## src/rtl/gate_host_consts.svh

```systemverilog
`ifndef GATE_HOST_CONSTS_SVH
`define GATE_HOST_CONSTS_SVH

// Reference clock period in ns
`define REF_CLK_PERIOD_NS 20
// Least low time of the fault-clear pulse in ns
`define CLEAR_PULSE_NS 3000
`define CLEAR_PULSE_CYC \
  ((`CLEAR_PULSE_NS + `REF_CLK_PERIOD_NS - 1) / `REF_CLK_PERIOD_NS)
// Settle time between gate-off and clear in ns
`define SETTLE_NS 200
`define SETTLE_CYC \
  ((`SETTLE_NS + `REF_CLK_PERIOD_NS - 1) / `REF_CLK_PERIOD_NS)
// Mode codes
`define MODE_NONINV 2'h0
`define MODE_INV 2'h1
`define MODE_AUTO 2'h2
`define MODE_INV_SHUT 2'h3

`endif

```

## src/rtl/gate_host_pkg.sv

```systemverilog
`default_nettype none
package gate_host_pkg;
  typedef enum logic [1:0] {
    MODE_NONINV = 2'h0,
    MODE_INV = 2'h1,
    MODE_AUTO = 2'h2,
    MODE_INV_SHUT = 2'h3
  } drive_mode_e;

  typedef enum logic [1:0] {
    ST_RUN = 2'h0,
    ST_FAULT = 2'h1,
    ST_SETTLE = 2'h2,
    ST_CLEAR = 2'h3
  } clear_state_e;

  typedef struct packed {
    logic gate_cmd_noninv;
    logic gate_cmd_inv;
    logic fault_clear_n;
  } pin_out_s;
endpackage
`default_nettype wire

```

## src/rtl/gate_host.sv

```systemverilog
`include "gate_host_consts.svh"
`default_nettype none
module gate_host
  import gate_host_pkg::*;
#(
  parameter int unsigned NDRV = 1,
  parameter int unsigned CLEAR_CYC = `CLEAR_PULSE_CYC,
  parameter int unsigned SETTLE_CYC = `SETTLE_CYC
) (
  input wire logic ref_clk,
  input wire logic rst,
  input wire logic [1:0] mode,
  input wire logic [NDRV-1:0] pwm,
  input wire logic clear_req,
  input wire logic [NDRV-1:0] fault_n,
  output logic [NDRV-1:0] gate_cmd_noninv,
  output logic [NDRV-1:0] gate_cmd_inv,
  output logic [NDRV-1:0] fault_clear_n,
  output logic [NDRV-1:0] fault_seen,
  output logic busy
);

  localparam int CW = $clog2(CLEAR_CYC + SETTLE_CYC + 2);

  clear_state_e st_q [NDRV];
  logic [CW-1:0] cnt_q [NDRV];
  logic [NDRV-1:0] busy_v;

  function automatic pin_out_s drive(input logic [1:0] m, input logic p,
                                     input logic flt_n, input logic off);
    pin_out_s r;
    r.fault_clear_n = 1'b1;
    unique case (m)
      `MODE_NONINV: begin
        r.gate_cmd_noninv = p & ~off;
        r.gate_cmd_inv = 1'b0;
      end
      `MODE_INV: begin
        r.gate_cmd_noninv = 1'b1;
        r.gate_cmd_inv = ~p | off;
      end
      `MODE_AUTO: begin
        r.gate_cmd_noninv = p;
        r.gate_cmd_inv = 1'b0;
        r.fault_clear_n = p;
      end
      `MODE_INV_SHUT: begin
        r.gate_cmd_noninv = flt_n & ~off;
        r.gate_cmd_inv = ~p | off;
      end
    endcase
    return r;
  endfunction

  ////////////////////////////////////////////////////////////////////////////
  genvar g;
  generate
    for (g = 0; g < NDRV; g++) begin : g_drv
      pin_out_s po;
      logic hold_off;
      // gate held off while fault latched or being cleared
      assign hold_off = (st_q[g] != ST_RUN);
      assign po = drive(mode, pwm[g], fault_n[g], hold_off);
      assign busy_v[g] = hold_off;

      // per-driver poll and clear; fault seen on low line
      always_ff @(posedge ref_clk) begin
        if (rst) begin
          st_q[g] <= ST_RUN;
          cnt_q[g] <= '0;
        end else if (mode == `MODE_AUTO) begin
          st_q[g] <= ST_RUN;
          cnt_q[g] <= '0;
        end else begin
          unique case (st_q[g])
            ST_RUN: if (!fault_n[g]) st_q[g] <= ST_FAULT;
            ST_FAULT: begin
              if (clear_req) begin
                st_q[g] <= ST_SETTLE;
                cnt_q[g] <= CW'(SETTLE_CYC);
              end
            end
            ST_SETTLE: begin
              if (cnt_q[g] <= CW'(1)) begin
                st_q[g] <= ST_CLEAR;
                cnt_q[g] <= CW'(CLEAR_CYC);
              end else begin
                cnt_q[g] <= cnt_q[g] - CW'(1);
              end
            end
            ST_CLEAR: begin
              if (cnt_q[g] <= CW'(1)) begin
                if (fault_n[g]) st_q[g] <= ST_RUN;
              end else begin
                cnt_q[g] <= cnt_q[g] - CW'(1);
              end
            end
          endcase
        end
      end

      always_ff @(posedge ref_clk) begin
        if (rst) begin
          gate_cmd_noninv[g] <= 1'b0;
          gate_cmd_inv[g] <= 1'b0;
          fault_clear_n[g] <= 1'b1;
          fault_seen[g] <= 1'b0;
        end else begin
          gate_cmd_noninv[g] <= po.gate_cmd_noninv;
          gate_cmd_inv[g] <= po.gate_cmd_inv;
          fault_clear_n[g] <= po.fault_clear_n & (st_q[g] != ST_CLEAR);
          fault_seen[g] <= ~fault_n[g];
        end
      end

    end
  endgenerate

  ////////////////////////////////////////////////////////////////////////////
  always_ff @(posedge ref_clk) begin
    if (rst) begin
      busy <= 1'b0;
    end else begin
      busy <= |busy_v;
    end
  end

endmodule
`default_nettype wire

```

## config.mk

```make
export PLATFORM = sky130hd
export DESIGN_NAME = gate_host
export DESIGN_NICKNAME = d
export VERILOG_FILES = /design/src/rtl/gate_host_pkg.sv /design/src/rtl/gate_host.sv
export VERILOG_INCLUDE_DIRS = /design/src /design/src/rtl
export SDC_FILE = /design/constraint.sdc
export NUM_CORES = 1
export LEC_CHECK = 0
export ABC_AREA = 1
export BUFFER_PORTS_ARGS = -buffer_cell sky130_fd_sc_hd__buf_4
export CORE_MARGIN = 5
export CORE_UTILIZATION = 49
export DETAILED_ROUTE_END_ITERATION = 10
export PLACE_DENSITY = 0.71
export SYNTH_ARGS = -nofsm -noshare
export SYNTH_HDL_FRONTEND = slang
export SYNTH_SLANG_ARGS = --single-unit
```

## constraint.sdc

```tcl
create_clock -name ref_clk -period 2.41 [get_ports ref_clk]
set_input_delay 0.241 -clock ref_clk [delete_from_list [all_inputs] [get_ports ref_clk]]
set_output_delay 0.241 -clock ref_clk [all_outputs]
set_load 0.02 [all_outputs]
```

==> results.tsv, run 1 <==
metric	value	unit
DR DRC count	0	
Mapped Cells	111	
synth warn	0	
Synth Register Bits	15	
GR Util met2	21.07	%
vias per cell	4.629	
pin count of the biggest net entering global routing	9	
Internal Power	431.4	uW
Worst Setup Path Type	reg -> reg	
leakage power	0.5198	nW
Placed Area	0.001021	mm2
GRT met3 Usage	2.535	%
antenna violations before repair	0	
power per cell area	606.7	mW/mm2
Max-slew headroom	73.87	%
area leader, netlist	edfxtp_1	
Max-cap violations	0	
Layout Utilization	60.00	%
DIE WIDTH	53.03	um
worst hold path class	in -> reg	
Layout Nets	136	
combinational share of power	27.4	%
number of vias in the routed layout	699	
routed length per instance	10.32	um
maximum clock rate	0.5509	GHz
Pre-Repair DR Iteration Count	4	
Mapped Nets	120	
synthesized area	907.1	um2
port buffer count	11	
Detail Placement HPWL	1310	um
clock power share	21.7	%
later-pin clock latency in the skew report	0.28	ns
Critical Path Fanout Max	8	
Sequential Power Share	50.9	%
clock slew at reported path FFs	0.08	ns
DRT Wirelength	1559	um
CP Launch Type	flip-flop	
FP Rows	15	
final instance area	0.001047	mm2
unrepaired setup endpoints after global routing	false	
Worst Max-Slew Pin Slew	0.3908	ns
share of layout cells above drive strength 1	25.40	%
TNS Setup	0	ns
drt initial violations	9	
grt met1 use	17.77	%
Setup Fix Bufs, Post-CTS	0	
CP arrival	1.76	ns
Num CTS Buffers	3	
vias in the first global route	692	
Initial Utilization	51.97	%
most frequent cells in the layout	nand2_1 (29), inv_1 (17), nor2_1 (17)	
skew final	0.004274	ns
Max Root-Sink Buffers	2	
CP Capture Type	flip-flop	
diode count	0	
EDFF count, synth	10	
period utilisation layout	75.32	%
Final ANT Viol Nets	0	
post-route setup slack	0.5949	ns
dpl cells	147	
Max Slew Vio Count	0	
Critical Path RT	2.35	ns
GRT Util Overall	13.49	%
GR peak layer	met2	
dominant synthesized flop cell	edfxtp_1	
Place WS	0.5814	ns
Synth Area per Inst	8.172	um2
WHS	0.1462	ns
total power	635.4	uW
Core ar.	0.001745	mm2
sequential element share of the synthesized area	44.14	%
most common library cell in the layout ignoring fill and taps	nand2_1	
gr ovfl total	0	
Max VDD drop	413.0	uV
Distinct cells, synth	24	
die height	53.03	um
Post-synth ARST share	0	%
Min Clock Period, post-route	1.815	ns
Synth area leaders	edfxtp_1 (33%), nand2_1 (12%), dfxtp_1 (11%), inv_1 (7.0%), nor2_1 (7.0%)	
Post-Layout Cell Count	151	
Final Hold Viols	0	
area grow syn2layout	15.45	%
depth of the CTS H-tree	1	
clk sinks	15	
post_cts resized	0	
count of final setup violators	0	
I/O pins	12	
Root Buffer	clkbuf_4	
first-pass GRT wire length	2746	um
DIE AREA	0.002812	mm2
Switch Pwr	204.0	uW
Hold Buf Count CTS	0	
Synth top area share	33.10	%
gpl congestion	0.8177	
Net Sw Frac	32.10	%
CTS tree	built	
status	complete, no violations	
-- synthesized netlist by cell type (5+ instances only) --
| cell | number |
|---|---|
| nand2_1 | 29 |
| inv_1 | 17 |
| nor2_1 | 17 |
| edfxtp_1 | 10 |
| dfxtp_1 | 5 |
| nand3_1 | 5 |
-- cell families (layout without fill, tap and decap cells) --
| family | after synthesis | after routing | synth area share (%) |
|---|---|---|---|
| compound gates | 7 | 7 | 5.103 |
| xor+xnor | 3 | 3 | 2.897 |
| fa+ha+maj | 2 | 2 | 2.758 |
| buf+inv | 19 | 34 | 7.862 |
| flops | 15 | 15 | 44.14 |
| simple gates | 65 | 65 | 37.24 |
-- power groups by stage --
stage,Sequential (mW),Clock (mW),Combinational [mW]
after detailed placement,0.329,0,0.175
after global placement,0.329,0,0.172
final,0.323,0.138,0.174
after CTS,0.323,0.143,0.176
after global routing,0.326,0.155,0.198
after floorplan,0.333,0,0.127
-- worst max-delay path, stage by stage, from the launching register on --
cell	delay [ns]
edfxtp_1	0.42
inv_1	0.10
ha_1	0.20
inv_1	0.07
nand2_1	0.10
nand2_4	0.07
nor2_8	0.15
nand2_1	0.09
nand4_1	0.28
-- routing by layer --
layer	wire length, um	share of wire, %	vias up
met5	0	0	-
met1	783	50	311
met2	704	45	8
met3	45	2.9	4
li1	-	-	376
met4	26	1.7	0
-- layout make-up --
class | count | area (um2)
flip-flops and latches | 15 | 400.4
multi-input cells | 77 | 435.4
inverters | 19 | 71.32
well taps | 25 | 31.28
repair buffers | 11 | 82.58
clock buffers | 4 | 26.28
fillers | 157 | 698.2
-- sequential cells by signal, summed over array words and instances, names as in the netlist --
signal and cells:
fault_seen 1, gate_cmd_noninv 1, cnt_q 8, st_q 2
gate_cmd_inv 1, fault_clear_n 1, busy 1
-- final timing paths --
path | endpoint | depth (start not counted) | from | slack (ns)
hold / removal | fault_seen$_SDFF_PP0_ | 2 | fault_n | 0.15
hold reg to reg | cnt_q[0][0]$_DFFE_PP_ | 1 | cnt_q[0][0]$_DFFE_PP_ | 0.60
setup reg to reg | cnt_q[0][4]$_DFFE_PP_ | 8 | cnt_q[0][0]$_DFFE_PP_ | 0.59
setup / recovery | cnt_q[0][4]$_DFFE_PP_ | 8 | cnt_q[0][0]$_DFFE_PP_ | 0.59
No activity file was read; power rests on OpenSTA's default activity.
==> run 2: changes to the inputs <==
ABC_AREA = 0   (was 1)
PLACE_DENSITY = 0.72   (was 0.71)
clock period = 1.7 ns   (was 2.41 ns; I/O delays follow)
==> results.tsv, run 2 <==
metric	value	unit	change
EDFF count, synth	10		unchanged
Worst Max-Slew Pin Slew	0.4446	ns	was 0.3908 ns
Final ANT Viol Nets	0		unchanged
FP Rows	15		unchanged
worst hold path class	in -> reg		unchanged
metal3 WL	99	um	was 45 um
gr ovfl total	0		unchanged
Pre-Repair DR Iteration Count	5		was 4
area grow syn2layout	40.00	%	was 15.45%
port buffer count	11		unchanged
TNS Setup	-0.9801	ns	was 0 ns
unrepaired setup endpoints after global routing	true		was false
slowest CP cell	or4_4		was edfxtp_1
clock slew at reported path FFs	0.10	ns	was 0.08 ns
Worst R2R Path Depth	4		was 8
Largest regs	cnt_q x8, st_q x2		unchanged
DIE WIDTH	52.13	um	was 53.03 um
area leader, netlist	edfxtp_1		unchanged
Met1 Routed Length	1036	um	was 783 um
Mapped Cells	87		was 111
Post-synth ARST share	0	%	unchanged
Num CTS Buffers	3		unchanged
Mapped Nets	96		was 120
DR DRC count	0		unchanged
Top delay family on crit path	simple AND/OR/NAND/NOR gates		unchanged
clk sinks	15		unchanged
period utilisation layout	104.8	%	was 75.32%
CTS tree	built		unchanged
Synth Area per Inst	9.995	um2	was 8.172 um2
CP Capture Type	flip-flop		unchanged
Core ar.	0.001708	mm2	was 0.001745 mm2
maximum clock rate	0.5615	GHz	was 0.5509 GHz
Synth top area share	34.53	%	was 33.10%
antenna violations before repair	0		unchanged
die height	52.13	um	was 53.03 um
leakage power	0.4754	nW	was 0.5198 nW
Root Buffer	clkbuf_4		unchanged
layout filler cell count	134		was 157
Synth Register Bits	15		unchanged
I/O pins	12		unchanged
Min Clock Period, post-route	1.781	ns	was 1.815 ns
first-pass GRT wire length	3691	um	was 2746 um
critical path, cell by cell	buf_4 > or4_4 > nor3_4 > a31oi_4		was inv_1 > ha_1 > inv_1 > nand2_1 > nand2_4 > nor2_8 > nand2_1 > nand4_1
Critical Path Fanout Max	8		unchanged
Max VDD drop	697.2	uV	was 413.0 uV
Critical Path RT	1.71	ns	was 2.35 ns
Synth area leaders	edfxtp_1 (35%), dfxtp_1 (12%), a211oi_1 (3.5%), inv_1 (3.5%), nor2_1 (3.0%)		was edfxtp_1 (33%), nand2_1 (12%), dfxtp_1 (11%), inv_1 (7.0%), nor2_1 (7.0%)
vias per cell	5.697		was 4.629
highest routed layer	met4		unchanged
post-route setup slack	-0.08090	ns	was 0.5949 ns
share of layout cells above drive strength 1	41.03	%	was 25.40%
depth of the CTS H-tree	1		unchanged
Worst Setup Path Type	reg -> reg		unchanged
max FFs per register	8		unchanged
WHS	0.06108	ns	was 0.1462 ns
drt initial violations	21		was 9
dominant synthesized flop cell	edfxtp_1		unchanged
Synth top cells by count	edfxtp_1 (10), inv_1 (8), nor2_1 (7)		was nand2_1 (29), inv_1 (17), nor2_1 (17)
Layout Nets	127		was 136
number of vias in the routed layout	809		was 699
pin count of the biggest net entering global routing	10		was 9
Initial Utilization	50.92	%	was 51.97%
Distinct cells, synth	38		was 24
CP Launch Type	flip-flop		unchanged
GRT Util Overall	18.67	%	was 13.49%
most common library cell in the layout ignoring fill and taps	buf_4		was nand2_1
CP arrival	1.79	ns	was 1.76 ns
vias in the first global route	769		was 692
DIE AREA	0.002717	mm2	was 0.002812 mm2
Reg area	400.4	um2	unchanged
Max Root-Sink Buffers	2		unchanged
most common cell in the netlist	edfxtp_1		was nand2_1
gpl congestion	0.8478		was 0.8177
synth warn	0		unchanged
Place WS	-0.01332	ns	was 0.5814 ns
diode count	0		unchanged
WP depth	4		was 8
Met2 Routed Length	1158	um	was 704 um
WP buf/inv	1		was 2
later-pin clock latency in the skew report	0.29	ns	was 0.28 ns
crit-path max cell delay	0.47	ns	was 0.42 ns
Hold Path Stages	2		unchanged
Max-cap violations	0		unchanged
violated checks	negative setup slack		
power per cell area	1030	mW/mm2	was 606.7 mW/mm2
Detail Placement HPWL	1628	um	was 1310 um
most frequent cells in the layout	buf_4 (27), edfxtp_1 (10), inv_1 (8)		was nand2_1 (29), inv_1 (17), nor2_1 (17)
Max-slew headroom	69.60	%	was 73.87%
largest register by flop count	cnt_q		unchanged
Max Slew Vio Count	0		unchanged
status	finished with violations		was complete, no violations
synthesized area	869.6	um2	was 907.1 um2
area occupied by multi-input gates	514.2	um2	was 435.4 um2
dpl cells	134		was 147
Final Hold Viols	0		unchanged
skew final	0.008799	ns	was 0.004274 ns
count of final setup violators	15		was 0
DRT Wirelength	2308	um	was 1559 um
routed length per instance	16.25	um	was 10.32 um
Post-Layout Cell Count	142		was 151
sequential element share of the synthesized area	46.04	%	was 44.14%
==> run 2: cell count changes in the layout (fill, tap and decap cells not counted), moves of 3 or more <==
cell | previous run | this run
inv_1 | 17 | 8
nor3_1 | 0 | 4
nor2_1 | 17 | 6
nand2_1 | 29 | 3
a211oi_2 | 0 | 3
buf_4 | 11 | 27
==> run 2: cell type report <==
class                      count  area share [%]
clock buffer                   3           1.850
clock inverter                 1          0.4111
inverter                       8           2.467
multi-input combinational     62           42.24
sequential                    15           32.89
tap                           25           2.569
timing repair buffer          28           17.57
==> run 2: routing by layer <==
metal | vias up | GRT usage (%)
met3 | 2 | 3.725
li1 | 394 | -
met5 | - | 0
met2 | 24 | 30.75
met4 | 0 | 5.677
met1 | 389 | 24.42
==> run 2: power breakdown <==
group,total [mW],switching (mW),internal [mW]
Sequential,0.489,0.0419,0.447
Combinational,0.555,0.296,0.259
Clock,0.210,0.122,0.0873
Total,1.25,0.460,0.793
==> run 2: metrics by stage <==
step / cell area, um2 / utilization, % / power [mW]
after floorplan: 902.1 / - / 0.7808
after global placement: 1102 / 64.54 / 0.9444
after detailed placement: 1102 / 64.54 / 0.9564
after CTS: 1161 / 67.99 / 1.194
after global routing: 1217 / 71.28 / 1.327
final: 1217 / 71.28 / 1.253
==> run 2: logic make-up (layout without fill, tap and decap cells) <==
group           count (synthesis)  after routing  synth area share [%]
compound gates                 24             24                 20.00
simple gates                   33             33                 23.31
xor+xnor                        3              3                 3.022
fa+ha+maj                       2              2                 2.877
flops                          15             15                 46.04
buf+inv                        10             40                 4.748
==> run 2: path summary, 6_finish.rpt <==
path	from	end	slack (ns)
setup / recovery	cnt_q[0][2]$_DFFE_PP_	cnt_q[0][1]$_DFFE_PP_	-0.08
hold / removal	pwm	gate_cmd_inv$_SDFF_PP0_	0.06
setup reg to reg	cnt_q[0][2]$_DFFE_PP_	cnt_q[0][1]$_DFFE_PP_	-0.08
hold reg to reg	cnt_q[0][0]$_DFFE_PP_	cnt_q[0][0]$_DFFE_PP_	0.69
==> run 2: timing repair <==
item,CTS,global route
setup buffers,2,2
hold buffers,0,0
endpoints found under the setup margin,14,18
pin swaps,2,4
cloned,0,0
gates resized for setup,3,8
==> run 3: changes to the inputs <==
clock period = 1.93 ns   (was 1.7 ns; I/O delays follow)
==> results.tsv, run 3 (same netlist as run 2, synthesis figures left out) <==
metric	value	unit	change
status	complete, no violations		was finished with violations
antenna violations before repair	0		unchanged
maximum clock rate	0.5448	GHz	was 0.5615 GHz
total power	944.3	uW	was 1.253 mW
Min Clock Period, post-route	1.836	ns	was 1.781 ns
DR DRC count	0		unchanged
Max VDD drop	459.7	uV	was 697.2 uV
count of final setup violators	0		was 15
DIE WIDTH	52.13	um	unchanged
later-pin clock latency in the skew report	0.29	ns	about the same
Pre-Repair DR Iteration Count	4		was 5
die height	52.13	um	unchanged
Largest regs	cnt_q x8, st_q x2		unchanged
Critical Path Fanout Max	5		was 8
power per cell area	918.2	mW/mm2	was 1030 mW/mm2
period utilisation layout	95.11	%	was 104.8%
Worst Setup Path Type	reg -> reg		unchanged
Detail Placement HPWL	1399	um	was 1628 um
largest register by flop count	cnt_q		unchanged
CP Capture Type	flip-flop		unchanged
share of layout cells above drive strength 1	24.04	%	was 41.03%
first-pass GRT wire length	2925	um	was 3691 um
Final ANT Viol Nets	0		unchanged
Layout Nets	114		was 127
layout filler cell count	137		was 134
Max-cap violations	0		unchanged
max FFs per register	8		unchanged
Worst R2R Path Depth	3		was 4
worst hold path class	in -> reg		unchanged
most frequent cells in the layout	buf_4 (15), edfxtp_1 (10), inv_1 (8)		was buf_4 (27), edfxtp_1 (10), inv_1 (8)
clock slew at reported path FFs	0.10	ns	about the same
CP arrival	1.86	ns	was 1.79 ns
diode count	0		unchanged
port buffer count	11		unchanged
unrepaired setup endpoints after global routing	false		was true
FP Rows	15		unchanged
Setup Fix Bufs, Post-CTS	0		was 2
I/O pins	12		unchanged
Hold Path Stages	2		unchanged
pin count of the biggest net entering global routing	10		unchanged
DRT Wirelength	1823	um	was 2308 um
vias in the first global route	649		was 769
Max Slew Vio Count	0		unchanged
routed length per instance	14.13	um	was 16.25 um
vias per cell	5.574		was 5.697
gr ovfl total	0		unchanged
Max-slew headroom	71.60	%	was 69.60%
Hold Buf Count CTS	0		unchanged
Core ar.	0.001708	mm2	unchanged
post_cts resized	0		was 3
GRT Util Overall	14.77	%	was 18.67%
Initial Utilization	50.92	%	unchanged
area grow syn2layout	18.27	%	was 40.00%
DIE AREA	0.002717	mm2	unchanged
Final Hold Viols	0		unchanged
leakage power	0.3882	nW	was 0.4754 nW
skew final	0.01012	ns	was 0.008799 ns
Max Root-Sink Buffers	2		unchanged
Layout Utilization	60.22	%	was 71.28%
Worst Max-Slew Pin Slew	0.4152	ns	was 0.4446 ns
CTS tree	built		unchanged
depth of the CTS H-tree	1		unchanged
Critical Path RT	1.95	ns	was 1.71 ns
CP Launch Type	flip-flop		unchanged
Num CTS Buffers	3		unchanged
Root Buffer	clkbuf_4		unchanged
gpl congestion	0.8579		was 0.8478
most common library cell in the layout ignoring fill and taps	buf_4		unchanged
drt initial violations	23		was 21
TNS Setup	0	ns	was -0.9801 ns
number of vias in the routed layout	719		was 809
WHS	0.08182	ns	was 0.06108 ns
clk sinks	15		unchanged
-- run 3: cell type report --
| type | instances | area (um2) | share of cell area (%) |
|---|---|---|---|
| flip-flops and latches | 15 | 400.4 | 38.93 |
| inverters | 8 | 30.03 | 2.920 |
| well taps | 25 | 31.28 | 3.041 |
| multi-input cells | 62 | 427.9 | 41.61 |
| repair buffers | 15 | 112.6 | 10.95 |
| clock buffers | 4 | 26.28 | 2.555 |
-- run 3: final timing paths --
check	startpoint	end	slack, ns
worst min register to register	cnt_q[0][0]$_DFFE_PP_	cnt_q[0][0]$_DFFE_PP_	0.67
worst max-delay path	cnt_q[0][3]$_DFFE_PP_	cnt_q[0][1]$_DFFE_PP_	0.09
worst min-delay path	pwm	gate_cmd_inv$_SDFF_PP0_	0.08
worst max register to register	cnt_q[0][3]$_DFFE_PP_	cnt_q[0][1]$_DFFE_PP_	0.09
-- run 3: where the power goes --
group,internal [mW],leakage (nW),switching [mW]
Combinational,0.141,0.221,0.174
Clock,0.0803,0.0150,0.106
Sequential,0.394,0.152,0.0484
Total,0.615,0.388,0.329
-- run 3: metal layers --
| layer | track usage (%) | part of all wire (%) | up-vias |
|---|---|---|---|
| li1 | - | - | 365 |
| met1 | 20.58 | 47 | 334 |
| met2 | 22.80 | 47 | 16 |
| met3 | 2.579 | 4.8 | 4 |
| met4 | 5.240 | 1.3 | 0 |
| met5 | 0 | 0 | - |
-- run 3: worst max-delay path, stage by stage, from the launching register on --
cell,delay (ns)
edfxtp_1,0.49
or4_4,0.58
nor4_2,0.37
o31ai_1,0.14
-- run 3: stage by stage --
stage,instances,setup WS (ns),cell area (um2)
2_1_floorplan,87,0.002161,869.6
3_3_place_gp,125,0.1132,1002
3_5_place_dp,125,0.1080,1002
4_1_cts,129,0.08617,1028
5_1_grt,129,0.03718,1028
6_report,129,0.09432,1028
